$ cat src/pwo_pkg.sv
// Package of constants for the power output control block
//
// Functional notes
// - Sense gain select 1 picks 0.5 A range, 0 picks 2.5 A; reset clears.
// - Limit codes 0-2 mean no limit; 3-7 select 55 to 740 mA.
// - Lamp conducts only with power stage enable and lamp switch on set.
// - Low or high voltage flag set forces the lamp output off.
// - Write 1 clears voltage flags; flag re-sets while condition persists.
// - Prewarning flag raised; enabled temperature limit resets and kills outputs.
// - Lamp overcurrent switches lamp off and sets lamp overcurrent flag.
// - Each chop input rising edge re-arms the lamp after overcurrent.
// - Writing 1 to the lamp overcurrent flag clears it.
// - Supply output needs enable and supply on; voltage flags ignored.
// - Supply overtemperature shutdown acts only with temperature reset enabled.
// - Supply overcurrent switches supply off and sets its status flag.
// - Power stage enable, control bit 7, gates all power stages.
// - Slew select: 00 20k, 01 10k, 10 high speed 8x, 11 4x.
// - Write 1 to stop bit 0 requests STOP; reset or IRQ clears.
// - Status bits 7..0: hall, LIN limit, supply, lamp, LV, HV, bridge, temp.
// - Status low voltage bit mirrors the interrupt flag register bit.
// - Status overtemperature bit mirrors the interrupt flag register bit.
package pwo_pkg;

  // ****************************************************************
  // Register indices (byte address is four times the index)
  // ****************************************************************
  localparam logic [7:0] IDX_BRIDGE_CTRL   = 8'h02;
  localparam logic [7:0] IDX_SYSTEM_CTRL   = 8'h03;
  localparam logic [7:0] IDX_POWER_OUT     = 8'h04;
  localparam logic [7:0] IDX_IRQ_FLAGS     = 8'h05;
  localparam logic [7:0] IDX_SYSTEM_STATUS = 8'h0C;

  // ****************************************************************
  // Field positions
  // ****************************************************************
  localparam int BC_SENSE_GAIN  = 6;
  localparam int SC_POWER_STAGE = 7;
  localparam int SC_SLEW_HI     = 6;
  localparam int SC_SLEW_LO     = 5;
  localparam int SC_STOP        = 0;
  localparam int PO_LAMP_ON     = 0;
  localparam int PO_SUPPLY_ON   = 1;
  localparam int IF_HT_RESET_EN = 7;
  localparam int IF_HTF         = 2;
  localparam int IF_HVF         = 1;
  localparam int IF_LVF         = 0;
  localparam int SS_HALL_OC     = 7;
  localparam int SS_LIN_CL      = 6;
  localparam int SS_SUPPLY_OC   = 5;
  localparam int SS_LAMP_OC     = 4;
  localparam int SS_LVF         = 3;
  localparam int SS_HVF         = 2;
  localparam int SS_BRIDGE_OC   = 1;
  localparam int SS_HTF         = 0;

  // ****************************************************************
  // Reset values and codes
  // ****************************************************************
  localparam logic [7:0] RST_REG        = 8'h00;
  localparam logic [2:0] LIMIT_FIRST_ON = 3'h3;
  localparam logic [1:0] SLEW_INITIAL   = 2'h0;
  localparam logic [1:0] SLEW_SLOW      = 2'h1;
  localparam logic [1:0] SLEW_HS_8X     = 2'h2;
  localparam logic [1:0] SLEW_HS_4X     = 2'h3;

  // Synchronised detector inputs, one bit each
  localparam int N_DET     = 11;
  localparam int D_LV      = 0;
  localparam int D_HV      = 1;
  localparam int D_OT_WARN = 2;
  localparam int D_OT_LIM  = 3;
  localparam int D_LAMP_OC = 4;
  localparam int D_SUP_OC  = 5;
  localparam int D_BRG_OC  = 6;
  localparam int D_HALL_OC = 7;
  localparam int D_LIN_CL  = 8;
  localparam int D_CHOP    = 9;
  localparam int D_CPU_IRQ = 10;

endpackage

$ cat src/pwo_input_sync.sv
// Three-stage pin synchroniser with agreement filter and rise detect
`timescale 1ns/10ps
module pwo_input_sync #(
  parameter int WIDTH = 1
) (
  // Clock and reset
  input  wire logic             core_clk,
  input  wire logic             rst,
  // Asynchronous pins
  input  wire logic [WIDTH-1:0] pinIn,
  // Clean levels and rise pulses
  output logic      [WIDTH-1:0] levelOut,
  output logic      [WIDTH-1:0] riseOut
);

  logic [WIDTH-1:0] st1_q;
  logic [WIDTH-1:0] st2_q;
  logic [WIDTH-1:0] st3_q;

  genvar i;
  generate
    for (i = 0; i < WIDTH; i++) begin : g_bit
      // Stage one feeds stage two only; filter looks at two and three
      always_ff @(posedge core_clk) begin
        if (rst) begin
          st1_q[i]    <= 1'b0;
          st2_q[i]    <= 1'b0;
          st3_q[i]    <= 1'b0;
          levelOut[i] <= 1'b0;
          riseOut[i]  <= 1'b0;
        end else begin
          st1_q[i] <= pinIn[i];
          st2_q[i] <= st1_q[i];
          st3_q[i] <= st2_q[i];
          if (st2_q[i] == st3_q[i]) begin
            levelOut[i] <= st3_q[i];
          end
          riseOut[i] <= (st2_q[i] == st3_q[i]) && st3_q[i]
                        && !levelOut[i];
        end
      end
    end
  endgenerate

endmodule // pwo_input_sync

$ cat src/pwo_sticky_flag.sv
// Sticky event flag, write-one-to-clear, set beats clear
`timescale 1ns/10ps
module pwo_sticky_flag (
  // Clock and reset
  input  wire logic core_clk,
  input  wire logic rst,
  // Event and clear
  input  wire logic setIn,
  input  wire logic clearIn,
  // Flag
  output logic      flagOut
);

  always_ff @(posedge core_clk) begin
    if (rst) begin
      flagOut <= 1'b0;
    end else if (setIn) begin
      flagOut <= 1'b1;
    end else if (clearIn) begin
      flagOut <= 1'b0;
    end
  end

endmodule // pwo_sticky_flag

$ cat src/pwo_power_output_control.sv
// Power output control: registers, protection and output gating
`timescale 1ns/10ps
module pwo_power_output_control (
  // Clock and reset
  input  wire logic       core_clk,
  input  wire logic       rst,
  // APB slave
  input  wire logic       psel,
  input  wire logic       penable,
  input  wire logic       pwrite,
  input  wire logic [7:0] paddr,
  input  wire logic [31:0] pwdata,
  output logic [31:0]     prdata,
  output logic            pready,
  output logic            pslverr,
  // Analog detector pins
  input  wire logic       lowVoltageDet,
  input  wire logic       highVoltageDet,
  input  wire logic       overTempWarnDet,
  input  wire logic       overTempLimitDet,
  input  wire logic       lampOcDet,
  input  wire logic       supplyOcDet,
  input  wire logic       bridgeOcDet,
  input  wire logic       hallOcDet,
  input  wire logic       linCurrentLimitDet,
  // Chop frequency pin and CPU interrupt request
  input  wire logic       chopFrequencyInput,
  input  wire logic       cpuIrqReq,
  // Power stage controls
  output logic            powerStageEnable,
  output logic            lampOutput,
  output logic            switchedSupplyOutput,
  output logic            senseGainSelect,
  output logic [2:0]      limitSelect,
  output logic            limitActive,
  output logic [1:0]      slewSelect,
  output logic            stopRequest,
  output logic            systemResetReq
);

  // ****************************************************************
  // Input synchronisation
  // ****************************************************************
  logic [pwo_pkg::N_DET-1:0] detPins;
  logic [pwo_pkg::N_DET-1:0] det;
  logic [pwo_pkg::N_DET-1:0] detRise;

  assign detPins = {cpuIrqReq, chopFrequencyInput, linCurrentLimitDet,
                    hallOcDet, bridgeOcDet, supplyOcDet, lampOcDet,
                    overTempLimitDet, overTempWarnDet, highVoltageDet,
                    lowVoltageDet};

  pwo_input_sync #(
    .WIDTH (pwo_pkg::N_DET)
  ) u_sync (
    .core_clk (core_clk),
    .rst      (rst),
    .pinIn    (detPins),
    .levelOut (det),
    .riseOut  (detRise)
  );

  // ****************************************************************
  // APB decode
  // ****************************************************************
  logic [7:0] regIdx;
  logic       alignedOk;
  logic       hitBridge;
  logic       hitSysCtl;
  logic       hitPowerOut;
  logic       hitIrqFlags;
  logic       hitSysStat;
  logic       hitAny;
  logic       setupPhase;
  logic       accessDone;
  logic       wrDone;
  logic [7:0] wByte;

  assign regIdx      = {2'h0, paddr[7:2]};
  assign alignedOk   = (paddr[1:0] == 2'h0);
  assign hitBridge   = alignedOk && (regIdx == pwo_pkg::IDX_BRIDGE_CTRL);
  assign hitSysCtl   = alignedOk && (regIdx == pwo_pkg::IDX_SYSTEM_CTRL);
  assign hitPowerOut = alignedOk && (regIdx == pwo_pkg::IDX_POWER_OUT);
  assign hitIrqFlags = alignedOk && (regIdx == pwo_pkg::IDX_IRQ_FLAGS);
  assign hitSysStat  = alignedOk && (regIdx == pwo_pkg::IDX_SYSTEM_STATUS);
  assign hitAny      = hitBridge | hitSysCtl | hitPowerOut | hitIrqFlags
                       | hitSysStat;
  assign setupPhase  = psel && !penable && !pready;
  // Writes land only at the completing access edge
  assign accessDone  = psel && penable && pready;
  assign wrDone      = accessDone && pwrite && hitAny;
  assign wByte       = pwdata[7:0];

  logic wrBridge;
  logic wrSysCtl;
  logic wrPowerOut;
  logic wrIrqFlags;
  logic wrSysStat;

  assign wrBridge   = wrDone && hitBridge;
  assign wrSysCtl   = wrDone && hitSysCtl;
  assign wrPowerOut = wrDone && hitPowerOut;
  assign wrIrqFlags = wrDone && hitIrqFlags;
  assign wrSysStat  = wrDone && hitSysStat;

  // ****************************************************************
  // Software control registers
  // ****************************************************************
  logic [7:0] bridgeCtrl_q;
  logic [7:0] bridgeCtrl_d;
  logic [7:0] system_control_q;
  logic [7:0] system_control_d;
  logic [7:0] powerOut_q;
  logic [7:0] powerOut_d;
  logic       htResetEn_q;
  logic       stop_q;

  // Only defined fields are stored; the rest reads as zero
  assign bridgeCtrl_d = {1'b0, wByte[pwo_pkg::BC_SENSE_GAIN],
                         3'h0, wByte[2:0]};
  assign system_control_d     = {wByte[pwo_pkg::SC_POWER_STAGE],
                         wByte[pwo_pkg::SC_SLEW_HI],
                         wByte[pwo_pkg::SC_SLEW_LO], 5'h00};
  assign powerOut_d   = {6'h00, wByte[pwo_pkg::PO_SUPPLY_ON],
                         wByte[pwo_pkg::PO_LAMP_ON]};

  always_ff @(posedge core_clk) begin
    if (rst) begin
      bridgeCtrl_q <= pwo_pkg::RST_REG;
      system_control_q     <= pwo_pkg::RST_REG;
      powerOut_q   <= pwo_pkg::RST_REG;
      htResetEn_q  <= 1'b0;
    end else begin
      if (wrBridge) begin
        bridgeCtrl_q <= bridgeCtrl_d;
      end
      if (wrSysCtl) begin
        system_control_q <= system_control_d;
      end
      if (wrPowerOut) begin
        powerOut_q <= powerOut_d;
      end
      if (wrIrqFlags) begin
        htResetEn_q <= wByte[pwo_pkg::IF_HT_RESET_EN];
      end
    end
  end

  // Stop bit is write-only; a CPU interrupt cancels it
  always_ff @(posedge core_clk) begin
    if (rst) begin
      stop_q <= 1'b0;
    end else if (wrSysCtl && wByte[pwo_pkg::SC_STOP]) begin
      stop_q <= 1'b1;
    end else if (det[pwo_pkg::D_CPU_IRQ]) begin
      stop_q <= 1'b0;
    end
  end

  // ****************************************************************
  // Sticky flags
  // ****************************************************************
  // Order: LV, HV, temp warn, lamp oc, supply oc, bridge oc, hall oc
  localparam int N_FLAG = 7;
  logic [N_FLAG-1:0] flagSet;
  logic [N_FLAG-1:0] flagClr;
  logic [N_FLAG-1:0] flag;

  // Levels re-set the flag each cycle, so clears do not stick
  assign flagSet = {det[pwo_pkg::D_HALL_OC], det[pwo_pkg::D_BRG_OC],
                    det[pwo_pkg::D_SUP_OC], det[pwo_pkg::D_LAMP_OC],
                    det[pwo_pkg::D_OT_WARN], det[pwo_pkg::D_HV],
                    det[pwo_pkg::D_LV]};
  assign flagClr = {
    wrSysStat && wByte[pwo_pkg::SS_HALL_OC],
    wrSysStat && wByte[pwo_pkg::SS_BRIDGE_OC],
    wrSysStat && wByte[pwo_pkg::SS_SUPPLY_OC],
    wrSysStat && wByte[pwo_pkg::SS_LAMP_OC],
    wrIrqFlags && wByte[pwo_pkg::IF_HTF],
    wrIrqFlags && wByte[pwo_pkg::IF_HVF],
    wrIrqFlags && wByte[pwo_pkg::IF_LVF]
  };

  genvar f;
  generate
    for (f = 0; f < N_FLAG; f++) begin : g_flag
      pwo_sticky_flag u_flag (
        .core_clk (core_clk),
        .rst      (rst),
        .setIn    (flagSet[f]),
        .clearIn  (flagClr[f]),
        .flagOut  (flag[f])
      );
    end
  endgenerate

  logic lvFlag;
  logic hvFlag;
  logic htFlag;
  logic lampOcFlag;
  logic supplyOcFlag;
  logic bridgeOcFlag;
  logic hallOcFlag;

  assign lvFlag       = flag[0];
  assign hvFlag       = flag[1];
  assign htFlag       = flag[2];
  assign lampOcFlag   = flag[3];
  assign supplyOcFlag = flag[4];
  assign bridgeOcFlag = flag[5];
  assign hallOcFlag   = flag[6];

  // ****************************************************************
  // Protection and output decodes
  // ****************************************************************
  // Decodes stay out of the clocked blocks, which only store
  logic       thermHit;
  logic       lampOcNow;
  logic       chopRearm;
  logic       lampFlagClr;
  logic       supplyOcNow;
  logic       gainCode;
  logic [2:0] limitCode;
  logic       limitOn;
  logic [1:0] slewCode;

  assign thermHit    = htResetEn_q && det[pwo_pkg::D_OT_LIM];
  assign lampOcNow   = det[pwo_pkg::D_LAMP_OC];
  assign chopRearm   = detRise[pwo_pkg::D_CHOP];
  assign lampFlagClr = flagClr[3];
  assign supplyOcNow = det[pwo_pkg::D_SUP_OC];
  assign gainCode    = bridgeCtrl_q[pwo_pkg::BC_SENSE_GAIN];
  assign limitCode   = bridgeCtrl_q[2:0];
  // Codes below the first limit step mean no current limit
  assign limitOn     = (limitCode >= pwo_pkg::LIMIT_FIRST_ON);
  assign slewCode    = system_control_q[pwo_pkg::SC_SLEW_HI:
                                pwo_pkg::SC_SLEW_LO];

  // ****************************************************************
  // Thermal trip
  // ****************************************************************
  // Held until reset: the system reset request is this trip, registered one cycle later
  logic thermTrip_q;

  always_ff @(posedge core_clk) begin
    if (rst) begin
      thermTrip_q <= 1'b0;
    end else if (thermHit) begin
      thermTrip_q <= 1'b1;
    end
  end

  // ****************************************************************
  // Lamp overcurrent latch with chop re-arm
  // ****************************************************************
  // Driver re-arms on chop edges, flag stays for software to judge
  logic lampOff_q;

  always_ff @(posedge core_clk) begin
    if (rst) begin
      lampOff_q <= 1'b0;
    end else if (lampOcNow) begin
      lampOff_q <= 1'b1;
    end else if (chopRearm) begin
      lampOff_q <= 1'b0;
    end else if (lampFlagClr) begin
      lampOff_q <= 1'b0;
    end
  end

  // ****************************************************************
  // Output gating
  // ****************************************************************
  logic stageOn;
  logic lampOn;
  logic supplyOn;

  assign stageOn  = system_control_q[pwo_pkg::SC_POWER_STAGE] && !thermTrip_q;
  assign lampOn   = stageOn && powerOut_q[pwo_pkg::PO_LAMP_ON]
                    && !lvFlag && !hvFlag
                    && !lampOff_q && !lampOcNow;
  // Voltage flags deliberately left out of the supply path
  assign supplyOn = stageOn && powerOut_q[pwo_pkg::PO_SUPPLY_ON]
                    && !supplyOcFlag
                    && !supplyOcNow;

  always_ff @(posedge core_clk) begin
    if (rst) begin
      powerStageEnable     <= 1'b0;
      lampOutput           <= 1'b0;
      switchedSupplyOutput <= 1'b0;
      senseGainSelect      <= 1'b0;
      limitSelect          <= 3'h0;
      limitActive          <= 1'b0;
      slewSelect           <= pwo_pkg::SLEW_INITIAL;
      stopRequest          <= 1'b0;
      systemResetReq       <= 1'b0;
    end else begin
      powerStageEnable     <= stageOn;
      lampOutput           <= lampOn;
      switchedSupplyOutput <= supplyOn;
      senseGainSelect      <= gainCode;
      limitSelect          <= limitCode;
      limitActive          <= limitOn;
      slewSelect           <= slewCode;
      stopRequest          <= stop_q;
      systemResetReq       <= thermTrip_q;
    end
  end

  // ****************************************************************
  // Read data
  // ****************************************************************
  logic [7:0] sysStatRd;
  logic [7:0] irqFlagsRd;
  logic [7:0] rdByte;

  assign sysStatRd  = {hallOcFlag, det[pwo_pkg::D_LIN_CL], supplyOcFlag,
                       lampOcFlag, lvFlag, hvFlag, bridgeOcFlag,
                       htFlag};
  assign irqFlagsRd = {htResetEn_q, 4'h0, htFlag, hvFlag, lvFlag};
  assign rdByte     = hitBridge   ? bridgeCtrl_q :
                      hitSysCtl   ? system_control_q     :
                      hitPowerOut ? powerOut_q   :
                      hitIrqFlags ? irqFlagsRd   :
                      hitSysStat  ? sysStatRd    : 8'h00;

  // One wait-free access phase: answer prepared during setup
  always_ff @(posedge core_clk) begin
    if (rst) begin
      pready  <= 1'b0;
      prdata  <= 32'h0000_0000;
      pslverr <= 1'b0;
    end else if (setupPhase) begin
      pready  <= 1'b1;
      prdata  <= pwrite ? 32'h0000_0000 : {24'h00_0000, rdByte};
      pslverr <= !hitAny;
    end else begin
      pready  <= 1'b0;
      pslverr <= 1'b0;
    end
  end

endmodule // pwo_power_output_control

$ cat config.mk
export PLATFORM = sky130hd
export DESIGN_NAME = pwo_power_output_control
export DESIGN_NICKNAME = d
export VERILOG_FILES = /design/src/pwo_pkg.sv /design/src/pwo_input_sync.sv /design/src/pwo_sticky_flag.sv /design/src/pwo_power_output_control.sv
export SDC_FILE = /design/constraint.sdc
export NUM_CORES = 1
export LEC_CHECK = 0
export BUFFER_PORTS_ARGS = -buffer_cell sky130_fd_sc_hd__buf_4
export CORE_MARGIN = 1
export CORE_UTILIZATION = 54
export DETAILED_ROUTE_END_ITERATION = 10
export GPL_TIMING_DRIVEN = 0
export PLACE_DENSITY = 0.84
export SLEW_MARGIN = 30
export SYNTH_ARGS = -nofsm -noshare
export SYNTH_HDL_FRONTEND = slang
export SYNTH_SLANG_ARGS = --single-unit
$ cat constraint.sdc
create_clock -name core_clk -period 2.8 [get_ports core_clk]
set_input_delay 0.14 -clock core_clk [delete_from_list [all_inputs] [get_ports core_clk]]
set_output_delay 0.14 -clock core_clk [all_outputs]
set_load 0.01 [all_outputs]
==> impl_metrics.toml <==
[status]
status = "complete, no violations"

[route]
first_iter_violations = 153
drtPass1Iterations = 4
drcViolationCount = 0
ant_nets = 0
num_vias = 2487
via_per_inst = 5.055
wl_per_cell_um = 12.88
wl_um = 6339

[flow_run]
drv_cap = 0

[critical_path]
r2r_cells = 4
cp-start-kind = "primary input"
startpoint = "rst"
crit_path_end = "prdata[2]$_SDFFE_PP0P_"
cp.required_ns = 3.02
crit_type = "in -> reg"
r2r_slack_ns = 1.20
endpoint_kind = "flip-flop"
crit_fanout = 10
worstPathArrival_ns = 1.87
rr_startpoint = "pready$_SDFF_PP0_"
r2r-end = "prdata[6]$_SDFFE_PP0P_"

[yosys]
yosys-top-cells-area = "dfxtp_1, nor2b_1, buf_4, a21oi_1, mux2i_1"
synth_edf_count = 0
post_synth.cell_area_avg_um2 = 9.889
synth-async-reset-ratio = 0
synth_area_mm2 = 0.003184
yosysTopAreaCellShare = 0.5470
ys_warn_count = 0
synth_ff_type = "dfxtp_1"
yosysUniqueCellTypes = 40
seq_area_frac_synth = 0.5470
synth-seq-cells = 87
netlist_instances = 322
yosys.area.top_type = "dfxtp_1"

[power]
finalPower_w = 0.002195
power_density_mw_per_mm2 = 548.8
peakVddDrop_uv = 494.3
p_leak_nw = 1.647

[clock_network]
cts_hold_buf = 9
clkSinkCount = 87
clkLatencyLatePin_ns = 0.35
clock-root-buffer = "clkbuf_8"
cts_setup_buffers = 0
htreeDepth = 3
cts_tree = "built"
clockBufferDepth = 2
cts_resized = 0
clkTransAtPathRegs_ns = 0.08
cts_buffers = 9

[global_route]
grt_pass1_vias = 2245
grtUsageTotal = 0.2199
antenna_found_initial = 0
grt.overflow.total = 0
grt_max_degree = 15
grt_pass1_wl_um = 10250

[worst_hold_path]
hold_path_class = "in -> reg"
hold_depth = 2

[floorplan]
num_io_pins = 102
core_area_mm2 = 0.005608
dieArea_mm2 = 0.006208
rows = 27
start_util = 0.5678
die_w_um = 78.79
dieHeight_um = 78.79

[placed_design]
gp_congestion = 0.8945
dp_cells = 467
place_area_mm2 = 0.003736
numPortBuffers = 50
dp_hpwl_um = 4673

[finish]
area_growth_pct = 25.62
final_layout_size_suffix_gt1_frac = 0.2286
nets = 472
final_area_mm2 = 0.004000
antenna_cells = 0
stdcell_count = 492
n_fill_cell = 487

[sta]
finalSetupTns_ns = 0
period_share = 0.5883
tightest_slew_ns = 0.5448
maxSlewViolCount = 0
clock_skew_ns = 0.005159
finalHoldViolations = 0
setup_violations = 0
relSlewSlack = 0.6338
timing.fmax_ghz = 0.6071
rsz0062_at_grt = "no"
min_period_ns = 1.647
state kept, by name, summed over array words and instances (netlist names), 2 cells and up:
signal	cells
powerOut_q	2
u_sync.st3_q	11
g_flag.u_flag.flagOut	7
u_sync.st1_q	11
u_sync.levelOut	11
slewSelect	2
u_sync.st2_q	11
system_control_q	3
bridgeCtrl_q	4
limitSelect	3
prdata	8
worst min path at each step:
stage	startpoint	slack (ns)	endpoint
2_1_floorplan	rst	0.22	limitSelect[1]$_SDFF_PP0_
3_3_place_gp	rst	0.34	limitSelect[1]$_SDFF_PP0_
3_5_place_dp	rst	0.35	limitSelect[1]$_SDFF_PP0_
4_1_cts	bridgeOcDet	0.0001	u_sync.st1_q[6]$_SDFF_PP0_
5_1_grt	pwdata[5]	0.008	g_flag[4].u_flag.flagOut$_SDFFE_PP0P_
6_report	bridgeOcDet	0.007	u_sync.st1_q[6]$_SDFF_PP0_
per-layer routing:
layer	GRT usage	up-vias	wire, µm	part of all wire
met5	0	-	0	0
met4	0.1185	0	120	0.019
met3	0.04368	12	505	0.080
met2	0.3696	91	3080	0.49
met1	0.2639	1136	2634	0.42
li1	-	1248	-	-
Yosys cell counts (all sizes together), types with 2 or more instances:
| master | number |
|---|---|
| dfxtp | 87 |
| nor2b | 46 |
| buf | 27 |
| a21oi | 23 |
| nor2 | 21 |
| nand2 | 18 |
| o21ai | 13 |
| clkbuf | 12 |
| mux2i | 10 |
| inv | 7 |
| a311oi | 6 |
| nand3 | 6 |
| nand4 | 6 |
| nor4 | 5 |
| a32oi | 3 |
| and3 | 3 |
| and4 | 3 |
| nand2b | 3 |
| a22o | 2 |
| nand3b | 2 |
| nor3 | 2 |
| nor3b | 2 |
| o2bb2ai | 2 |
| or4 | 2 |
placed cells by master, fill, tap and decap left out, drive strengths merged, types with 8 or more instances in the layout:
cell type	count
buf	77
inv	8
dfxtp	87
o21ai	13
nor2	21
mux2i	10
conb	24
a21oi	23
nand2	18
clkbuf	24
nor2b	46
dlygate4sd3	9
worst max-delay path, stage by stage:
cell and delay [ns]:
dlygate4sd3_1 0.54, buf_4 0.12, clkbuf_1 0.40, clkbuf_1 0.43
nand3b_1 0.17, o41ai_1 0.07
final cells by class:
cell class                      count  area (µm²)  share of cell area
Inverter                            7       26.28            0.006569
Clock buffer                       12       145.1             0.03628
Multi-Input combinational cell    212        1262              0.3156
Sequential cell                    87        1742              0.4354
Tap cell                           72       90.09             0.02252
Clock inverter                      4       28.78            0.007194
Timing Repair Buffer               59       465.4              0.1164
Buffer                             39       240.2             0.06006
where the power goes:
group / total, W / internal [W] / switching (W)
combinational: 0.000158 / 0.0000793 / 0.0000785
sequential: 0.00127 / 0.00126 / 0.00000840
clock: 0.000772 / 0.000349 / 0.000423
total: 0.00220 / 0.00169 / 0.000510
per-stage QoR:
stage	setup slack, ns	hold WS (ns)	util
after CTS	1.150	0.0001110	0.7133
after global placement	0.9797	0.3442	0.6662
after global routing	1.050	0.007678	0.7133
after detailed placement	0.9750	0.3453	0.6662
final	1.153	0.007247	0.7133
after floorplan	1.214	0.2232	-
kinds of logic after synthesis:
kind of cell | share of synthesized area
flip-flops | 0.5470
other | 0.001178
AND/OR/NAND/NOR | 0.2271
AO/OA/AOI/OAI | 0.1057
buffers and inverters | 0.08369
multiplexers | 0.03144
adder cells (fa/ha/maj) | 0.003929
No activity file was read; power rests on OpenSTA's default activity.
